[src/rtl/qspd_map.vh]
// Constants for the quarter-step programmable divider pair
`ifndef QSPD_MAP_VH
`define QSPD_MAP_VH

// ----------------------------------------------------------------------
// Register byte addresses
// ----------------------------------------------------------------------
`define QSPD_ADDR_CTRL      8'h00
`define QSPD_ADDR_NDIV      8'h04
`define QSPD_ADDR_MDIV      8'h08
`define QSPD_ADDR_STATUS    8'h0c
`define QSPD_ADDR_IRQ_STAT  8'h10
`define QSPD_ADDR_IRQ_CLR   8'h14
`define QSPD_ADDR_IRQ_EN    8'h18
`define QSPD_ADDR_LOCK_WIN  8'h1c

// ----------------------------------------------------------------------
// Reset values
// ----------------------------------------------------------------------
`define QSPD_RST_CTRL       1'h0
`define QSPD_RST_DIV        6'h10
`define QSPD_RST_IRQ        3'h0
`define QSPD_RST_LOCK_WIN   8'h08

// ----------------------------------------------------------------------
// Field positions
// ----------------------------------------------------------------------
`define QSPD_CTRL_RUN       0
`define QSPD_EV_NDIV        0
`define QSPD_EV_MDIV        1
`define QSPD_EV_UNLOCK      2
`define QSPD_DIV_LSB0       0
`define QSPD_DIV_LSB1       1
`define QSPD_RANGE_LO       4
`define QSPD_RANGE_HI       5

// ----------------------------------------------------------------------
// Countdown end points and sequencer codes
// ----------------------------------------------------------------------
`define QSPD_EOC_BASE       4'h2
`define QSPD_EOC_INC        4'h1
`define QSPD_SEQ_S1         2'h0
`define QSPD_SEQ_S2         2'h3
`define QSPD_SEQ_S3         2'h1
`define QSPD_SEQ_S4         2'h2

`endif

[src/rtl/qspd_div.v]
// One quarter-step divider: four output pulses per divide number of ticks, two when i_range is low
`timescale 1ns/10ps
`include "qspd_map.vh"

module qspd_div
#(
  parameter DIV_W = 6
)
(
  // Clock and reset
  input  wire             i_clk,
  input  wire             i_rst_n,
  // Control
  input  wire             i_run,
  input  wire             i_tick,
  input  wire [DIV_W-1:0] i_divide,
  input  wire             i_range,
  // Result
  output reg              o_out,
  output reg              o_pulse
);

  localparam CNT_W = DIV_W - 2;

  reg [CNT_W-1:0] cnt;
  reg             cc;
  reg             load_mode;
  reg [1:0]       seq;
  reg             half;
  reg             incr;
  reg [1:0]       next_seq;
  wire            divide_lsb0;
  wire            divide_lsb1;
  wire [CNT_W-1:0] eoc_point;
  wire            eoc;

  assign divide_lsb0 = i_divide[`QSPD_DIV_LSB0];
  assign divide_lsb1 = i_divide[`QSPD_DIV_LSB1];

  // Increment decoder: chosen only by the two low divide bits
  always @*
  begin
    case (seq)
      `QSPD_SEQ_S1: incr = 1'b0;
      `QSPD_SEQ_S2: incr = divide_lsb1;
      `QSPD_SEQ_S3: incr = divide_lsb0;
      `QSPD_SEQ_S4: incr = divide_lsb1;
      default:      incr = 1'b0;
    endcase
  end

  // Sequencer order LL, HH, LH, HL
  always @*
  begin
    case (seq)
      `QSPD_SEQ_S1: next_seq = `QSPD_SEQ_S2;
      `QSPD_SEQ_S2: next_seq = `QSPD_SEQ_S3;
      `QSPD_SEQ_S3: next_seq = `QSPD_SEQ_S4;
      `QSPD_SEQ_S4: next_seq = `QSPD_SEQ_S1;
      default:      next_seq = `QSPD_SEQ_S1;
    endcase
  end

  // End of count at 0010, or 0001 for an incremented cycle
  assign eoc_point = incr ? `QSPD_EOC_INC : `QSPD_EOC_BASE;
  // Decoder is inhibited while count control is set
  assign eoc = ~cc & ~load_mode & (cnt == eoc_point);

  // Counter, count control, output and sequencer flip-flops
  always @(posedge i_clk)
  begin
    if (!i_rst_n || !i_run)
    begin
      cnt       <= {CNT_W{1'b0}};
      cc        <= 1'b0;
      o_out     <= 1'b0;
      o_pulse   <= 1'b0;
      seq       <= `QSPD_SEQ_S1;
      half      <= 1'b0;
      load_mode <= 1'b1;
    end
    else
    begin
      o_pulse <= 1'b0;
      if (i_tick)
      begin
        if (cc || load_mode)
        begin
          // Reset flip-flops and reload for the next countdown
          cnt       <= i_divide[DIV_W-1:2];
          cc        <= 1'b0;
          o_out     <= 1'b0;
          load_mode <= 1'b0;
          if (cc)
            seq <= next_seq;
        end
        else
        begin
          cnt <= cnt - {{(CNT_W-1){1'b0}}, 1'b1};
          if (eoc)
          begin
            cc   <= 1'b1;
            half <= ~half;
            // Small numbers pass only every second end of count
            if (i_range || half)
            begin
              o_out   <= 1'b1;
              o_pulse <= 1'b1;
            end
          end
        end
      end
    end
  end

endmodule // qspd_div

[src/rtl/qspd_top.v]
// Divider pair with phase detector, lock detector and APB registers
//
// What this block does
// - Count control set inhibits end decoder, loads counter, clocks output.
// - Output flip-flop set drives a high divider output pulse.
// - Next tick after a pulse clears flip-flops and reloads the counter.
// - Four load-and-countdown cycles form one divide sequence.
// - Increment decoder uses only the two low divide bits.
// - Four-state sequencer picks quarter or quarter plus one per cycle.
// - Low bits both zero: every cycle uses the plain quarter count.
// - Low bits both one: decoder low first state, high other three.
// - Incremented cycle counts down to 0001 instead of 0010.
// - Cycle loads upper divide bits, decrements, ends at 0010.
// - Reference divide number sixteen or more passes every end of count.
// - Reference divide number below sixteen sets output every second time.
// - Second divider identical, fed by the same range bits.
// - Detector pulses output of leading divider, width equals difference.
// - Lock detector flags unlocked when pulse exceeds allowed window.
// - Output rate equals reference rate over a quarter divide number from sixteen up.
// - Sequencer walks LL, HH, LH, HL and repeats.
`timescale 1ns/10ps
`include "qspd_map.vh"

module qspd_top
#(
  parameter DIV_W = 6,
  parameter WIN_W = 8
)
(
  // Clock and reset
  input  wire        I_CLK,
  input  wire        I_RST_N,
  // APB slave
  input  wire        I_PSEL,
  input  wire        I_PENABLE,
  input  wire        I_PWRITE,
  input  wire [7:0]  I_PADDR,
  input  wire [31:0] I_PWDATA,
  output reg  [31:0] O_PRDATA,
  output reg         O_PREADY,
  output reg         O_PSLVERR,
  // Divider input ticks
  input  wire        I_REF_TICK,
  input  wire        I_IF_TICK,
  // Divider and detector outputs
  output reg         O_N_DIV,
  output reg         O_M_DIV,
  output reg         O_DETECTOR_OUT_A,
  output reg         O_DETECTOR_OUT_B,
  output reg         O_UNLOCKED,
  // Interrupt
  output reg         O_IRQ
);

  // --------------------------------------------------------------------
  // Registers and wires
  // --------------------------------------------------------------------
  reg              run;
  reg [DIV_W-1:0]  ndiv;
  reg [DIV_W-1:0]  mdiv;
  reg [2:0]        irq_stat;
  reg [2:0]        irq_en;
  reg [WIN_W-1:0]  lock_win;
  reg [WIN_W-1:0]  width;
  reg              n_prev;
  reg              m_prev;
  reg              next_a;
  reg              next_b;
  reg [31:0]       rd_val;
  reg              rd_ok;
  wire             n_out;
  wire             m_out;
  wire             n_pulse;
  wire             m_pulse;
  wire             range;
  wire             apb_req;
  wire             apb_done;
  wire             wr_en;
  wire             unlock_now;
  wire [2:0]       events;
  wire [2:0]       clr_mask;

  // --------------------------------------------------------------------
  // Dividers
  // --------------------------------------------------------------------

  // Either top bit of the reference divide number marks sixteen or more
  assign range = ndiv[`QSPD_RANGE_LO] | ndiv[`QSPD_RANGE_HI];

  // Reference-clocked divider: rate is reference over quarter number from sixteen up
  qspd_div #(.DIV_W(DIV_W)) u_ndiv
  (
    .i_clk    (I_CLK),
    .i_rst_n  (I_RST_N),
    .i_run    (run),
    .i_tick   (I_REF_TICK),
    .i_divide (ndiv),
    .i_range  (range),
    .o_out    (n_out),
    .o_pulse  (n_pulse)
  );

  // Second divider, same logic, same range signal
  qspd_div #(.DIV_W(DIV_W)) u_mdiv
  (
    .i_clk    (I_CLK),
    .i_rst_n  (I_RST_N),
    .i_run    (run),
    .i_tick   (I_IF_TICK),
    .i_divide (mdiv),
    .i_range  (range),
    .o_out    (m_out),
    .o_pulse  (m_pulse)
  );

  // --------------------------------------------------------------------
  // Phase/frequency detector
  // --------------------------------------------------------------------

  // Leading edge sets its side; both set means clear, so only the
  // leader shows a pulse as wide as the edge difference
  always @*
  begin
    next_a = O_DETECTOR_OUT_A | (n_out & ~n_prev);
    next_b = O_DETECTOR_OUT_B | (m_out & ~m_prev);
    if (next_a && next_b)
    begin
      next_a = 1'b0;
      next_b = 1'b0;
    end
  end

  // Detector flip-flops and registered divider outputs
  always @(posedge I_CLK)
  begin
    if (!I_RST_N || !run)
    begin
      n_prev           <= 1'b0;
      m_prev           <= 1'b0;
      O_N_DIV          <= 1'b0;
      O_M_DIV          <= 1'b0;
      O_DETECTOR_OUT_A <= 1'b0;
      O_DETECTOR_OUT_B <= 1'b0;
    end
    else
    begin
      n_prev           <= n_out;
      m_prev           <= m_out;
      O_N_DIV          <= n_out;
      O_M_DIV          <= m_out;
      O_DETECTOR_OUT_A <= next_a;
      O_DETECTOR_OUT_B <= next_b;
    end
  end

  // --------------------------------------------------------------------
  // Lock detector
  // --------------------------------------------------------------------

  // Pulse longer than the window means the outputs differ too much
  assign unlock_now = (O_DETECTOR_OUT_A | O_DETECTOR_OUT_B) &
                      (width >= lock_win);

  // Pulse width counter and unlocked flag
  always @(posedge I_CLK)
  begin
    if (!I_RST_N || !run)
    begin
      width      <= {WIN_W{1'b0}};
      O_UNLOCKED <= 1'b0;
    end
    else if (O_DETECTOR_OUT_A || O_DETECTOR_OUT_B)
    begin
      if (width != {WIN_W{1'b1}})
        width <= width + {{(WIN_W-1){1'b0}}, 1'b1};
      if (unlock_now)
        O_UNLOCKED <= 1'b1;
    end
    else
    begin
      // A pulse ended, inside or past the window: locked again
      if (width != {WIN_W{1'b0}})
        O_UNLOCKED <= 1'b0;
      width <= {WIN_W{1'b0}};
    end
  end

  // --------------------------------------------------------------------
  // APB slave
  // --------------------------------------------------------------------
  assign apb_req  = I_PSEL & I_PENABLE;
  assign apb_done = apb_req & O_PREADY;
  assign wr_en    = apb_done & I_PWRITE & rd_ok;

  // Read decode; rd_ok also marks a mapped address
  always @*
  begin
    rd_val = 32'h0000_0000;
    rd_ok  = 1'b1;
    case (I_PADDR)
      `QSPD_ADDR_CTRL:     rd_val[`QSPD_CTRL_RUN] = run;
      `QSPD_ADDR_NDIV:     rd_val[DIV_W-1:0] = ndiv;
      `QSPD_ADDR_MDIV:     rd_val[DIV_W-1:0] = mdiv;
      `QSPD_ADDR_STATUS:   rd_val[4:0] = {O_UNLOCKED, O_DETECTOR_OUT_B,
                                          O_DETECTOR_OUT_A, O_M_DIV,
                                          O_N_DIV};
      `QSPD_ADDR_IRQ_STAT: rd_val[2:0] = irq_stat;
      `QSPD_ADDR_IRQ_CLR:  rd_val = 32'h0000_0000;
      `QSPD_ADDR_IRQ_EN:   rd_val[2:0] = irq_en;
      `QSPD_ADDR_LOCK_WIN: rd_val[WIN_W-1:0] = lock_win;
      default:             rd_ok = 1'b0;
    endcase
  end

  // One wait state: pready rises in the second access cycle
  always @(posedge I_CLK)
  begin
    if (!I_RST_N)
    begin
      O_PREADY  <= 1'b0;
      O_PRDATA  <= 32'h0000_0000;
      O_PSLVERR <= 1'b0;
    end
    else
    begin
      O_PREADY  <= apb_req & ~O_PREADY;
      O_PSLVERR <= apb_req & ~O_PREADY & ~rd_ok;
      if (apb_req && !O_PREADY && !I_PWRITE)
        O_PRDATA <= rd_val;
      else
        O_PRDATA <= 32'h0000_0000;
    end
  end

  // Writable registers
  always @(posedge I_CLK)
  begin
    if (!I_RST_N)
    begin
      run      <= `QSPD_RST_CTRL;
      ndiv     <= `QSPD_RST_DIV;
      mdiv     <= `QSPD_RST_DIV;
      irq_en   <= `QSPD_RST_IRQ;
      lock_win <= `QSPD_RST_LOCK_WIN;
    end
    else if (wr_en)
    begin
      case (I_PADDR)
        `QSPD_ADDR_CTRL:     run      <= I_PWDATA[`QSPD_CTRL_RUN];
        `QSPD_ADDR_NDIV:     ndiv     <= I_PWDATA[DIV_W-1:0];
        `QSPD_ADDR_MDIV:     mdiv     <= I_PWDATA[DIV_W-1:0];
        `QSPD_ADDR_IRQ_EN:   irq_en   <= I_PWDATA[2:0];
        `QSPD_ADDR_LOCK_WIN: lock_win <= I_PWDATA[WIN_W-1:0];
        default:             run      <= run;
      endcase
    end
  end

  // --------------------------------------------------------------------
  // Interrupts
  // --------------------------------------------------------------------
  assign events   = {unlock_now & ~O_UNLOCKED, m_pulse, n_pulse};
  assign clr_mask = (wr_en && I_PADDR == `QSPD_ADDR_IRQ_CLR) ?
                    I_PWDATA[2:0] : 3'h0;

  // Sticky status: a new event wins over a clear in the same cycle
  always @(posedge I_CLK)
  begin
    if (!I_RST_N)
    begin
      irq_stat <= `QSPD_RST_IRQ;
      O_IRQ    <= 1'b0;
    end
    else
    begin
      irq_stat <= (irq_stat & ~clr_mask) | events;
      O_IRQ    <= |(((irq_stat & ~clr_mask) | events) & irq_en);
    end
  end

endmodule // qspd_top

[config.mk]
export PLATFORM = sky130hd
export DESIGN_NAME = qspd_top
export DESIGN_NICKNAME = d
export VERILOG_FILES = /design/src/rtl/qspd_div.v /design/src/rtl/qspd_top.v
export VERILOG_INCLUDE_DIRS = /design/src /design/src/rtl
export SDC_FILE = /design/constraint.sdc
export NUM_CORES = 1
export LEC_CHECK = 0
export BUFFER_PORTS_ARGS = -buffer_cell sky130_fd_sc_hd__buf_2
export CAP_MARGIN = 15
export CELL_PAD_IN_SITES_DETAIL_PLACEMENT = 1
export CELL_PAD_IN_SITES_GLOBAL_PLACEMENT = 1
export CORE_UTILIZATION = 36
export CTS_CLUSTER_DIAMETER = 200
export DETAILED_ROUTE_END_ITERATION = 12
export PLACE_DENSITY = 0.74
export SLEW_MARGIN = 20
export SYNTH_ARGS = -nofsm -noshare
export SYNTH_HDL_FRONTEND = slang
export SYNTH_SLANG_ARGS = --single-unit
[constraint.sdc]
create_clock -name I_CLK -period 1.7 [get_ports I_CLK]
set_input_delay 0.34 -clock I_CLK [delete_from_list [all_inputs] [get_ports I_CLK]]
set_output_delay 0.34 -clock I_CLK [all_outputs]
set_load 0.01 [all_outputs]
==> metrics.yaml <==
timing:
  layout_min_cycle_time_ps: 1706
  timing.final.crit_share_pct: 100.4
  holdWs_ps: 234.5
  skew_ps: 8.242
  tns_ps: -6.261
  tightest_slew_ps: 637.1
  relSlewSlack_pct: 57.08
  hold_viol_final: 0
  timing.fmax_mhz: 586.1
  fin_ws_ps: -6.261
  setup_viol: 1
  rsz0062_at_grt: "true"
  drv_slew: 0
worst_setup_path:
  critPathKind: "flip-flop to flip-flop"
  crit_arrival_ps: 1950
  cp-end-kind: "flip-flop"
  cp-start-kind: "flip-flop"
  reg2reg_depth: 7
  crit_required_ps: 1940
  cp_max_fo: 3
finish:
  layout-drive-gt1-share_pct: 25.49
  area_delta_synth_final_pct: 20.70
  stdcell_count: 639
  diodes: 0
  fin_area_sq_mm: 0.004544
  utilization_pct: 45.65
  nNetsFinal: 570
placed_design:
  dp_cells: 619
  dpl_cell_area_sq_mm: 0.004197
  place_ws_ps: -70.37
  port_buffers: 38
  post-dp-hpwl_mm: 7.508
  gp_congestion: 0.8440
synth:
  synth_cell_types: 56
  synth_edf_count: 0
  syn_area_sq_mm: 0.003765
  synth.avg_cell_area_sq_um: 8.655
  synthFlopType: "dfxtp_1"
  ys_seq_area_share_pct: 38.82
  syn_inst: 435
  async_reset_ff_share_pct: 0
  yosysWarnings: 0
  ys_ff_latch: 73
power_and_ir_drop:
  p_int_mw: 2.366
  p_comb_share_pct: 5.5
  power_switching_uw: 750.7
  p_per_area_mw_per_mm2: 685.9
  total_power_mw: 3.117
  ir_drop_mv: 0.2933
  swShare_pct: 24.08
  pwr-share-seq_pct: 54.7
  clockPowerShare_pct: 39.8
  power.leakage_nw: 1.853
run_status:
  violations: "negative setup slack"
  outcome: "finished with violations"
worst_hold_path:
  hold_class: "primary input to flip-flop"
  worstHoldPathCells: 3
global_route:
  track_usage_pct: 19.30
  grt_max_degree: 26
  antenna_found_initial: 0
  grt.overflow.total: 0
  grt_pass1_vias: 3447
  grt_first_pass_wirelength_mm: 16.34
route:
  drc_errors: 0
  via_per_inst: 5.225
  firstDrtPassIters: 4
  ant_nets: 0
  dr.first_iter.drc_count: 163
  wl_per_cell_um: 15.79
  wl_mm: 10.09
  num_vias: 3339
floorplanning:
  die_area_sq_mm: 0.01087
  die-height_um: 104.3
  initial_utilization_pct: 37.82
  fp.dieW_um: 104.3
  ioPinCount: 87
  fp-row-count: 36
  fp.coreArea_sq_mm: 0.009955
clock_network:
  cts_tree: "done"
  clk_latency_ps: 360
  htree_levels: 3
  cts-root-buf: "clkbuf_8"
  hold_buffers: 0
  clkSlewWorstSetupHoldPaths_ps: 70
  clockBufferDepth: 2
  cts_made_buffers: 9
  cts.sinks: 73
job:
  drv_cap: 0
## power groups by stage
| stage | registers (mW) | clock network [mW] | logic [mW] |
|---|---|---|---|
| 6_report | 1.71 | 1.24 | 0.170 |
| 5_1_grt | 1.71 | 1.36 | 0.184 |
| 3_3_place_gp | 1.75 | 0 | 0.161 |
| 2_1_floorplan | 1.75 | 0 | 0.130 |
| 4_1_cts | 1.71 | 1.27 | 0.168 |
| 3_5_place_dp | 1.75 | 0 | 0.166 |
## synth_stat cells (all sizes together), types with 6 or more instances
| cell type | n | area [sq um] |
|---|---|---|
| nand2 | 32 | 120.1 |
| mux2i | 19 | 190.2 |
| inv | 27 | 101.4 |
| buf | 34 | 242.7 |
| nor2 | 46 | 172.7 |
| o21ai | 30 | 150.1 |
| and3 | 7 | 43.79 |
| clkbuf | 10 | 37.54 |
| dfxtp | 73 | 1461 |
| ha | 22 | 275.3 |
| nor3b | 6 | 45.04 |
| a22oi | 9 | 67.56 |
| nor3 | 11 | 66.32 |
| a21oi | 18 | 90.09 |
| nand3 | 15 | 75.07 |
## registers in the layout (all words and copies together) (netlist names), 2 cells and up
name	count
irq_stat	3
u_mdiv.seq	2
u_mdiv.cnt	4
lock_win	8
u_ndiv.cnt	4
mdiv	6
width	8
irq_en	3
u_ndiv.seq	2
O_PRDATA	8
ndiv	6
## cell usage in the layout (no fill, tap or decap), types with 5 or more instances in the layout
| cell | instances |
|---|---|
| dfxtp_1 | 62 |
| clkbuf_8 | 11 |
| and3_1 | 5 |
| nand3_1 | 15 |
| buf_2 | 38 |
| nor3_1 | 10 |
| nor3b_1 | 6 |
| o21ai_0 | 28 |
| a22oi_1 | 9 |
| inv_1 | 23 |
| ha_1 | 16 |
| a21oi_1 | 16 |
| conb_1 | 24 |
| ha_4 | 5 |
| nand2_1 | 32 |
| mux2i_1 | 18 |
| buf_4 | 37 |
| nand4_1 | 5 |
| nor2_1 | 46 |
| dfxtp_2 | 8 |
| a31oi_1 | 5 |
## cell type report
type	instances	area (sq um)
fill	1186	5410
multi-input combinational	313	2121
sequential	73	1483
timing repair buffer	76	488.0
tap	133	166.4
clock buffer	13	158.9
inverter	28	112.6
clock inverter	3	15.01
## worst max-delay path: stages, from the launching register on
cell     delay [ps]
dfxtp_2         330
inv_1            60
ha_4            210
a211o_1         260
a31oi_1         130
o311a_1         240
nor4_1           50
or3_1           310
## routing by layer
| metal | wire length, um | track usage, % | up-vias |
|---|---|---|---|
| met5 | 0 | 0 | - |
| met4 | 344 | 11.94 | 0 |
| met3 | 365 | 3.008 | 25 |
| met2 | 4865 | 32.45 | 95 |
| met1 | 4516 | 22.98 | 1609 |
| li1 | - | - | 1610 |
## cell families after synthesis
kind of cell	count (synthesis)	synth area share [%]
AND/OR/NAND/NOR	152	20.57
AO/OA/AOI/OAI	89	15.12
flip-flops	73	38.82
buffers and inverters	72	10.24
multiplexers	23	7.145
adder cells (fa/ha/maj)	22	7.311
XOR/XNOR	3	0.6980
other	1	0.09961
## timing repair
item,CTS,global route
buffers inserted,0,4
gates resized for setup,9,35
setup endpoints to repair,5,21
pin swaps,2,8
## final timing paths
| path | startpoint | slack (ps) | end |
|---|---|---|---|
| max | lock_win[2] | -6 | O_IRQ |
| min | I_PWDATA[6] | 230 | lock_win[6] |
| max reg2reg | lock_win[2] | -6 | O_IRQ |
| min reg2reg | u_ndiv.o_out | 460 | n_prev |
(Power assumes the default switching activity.)
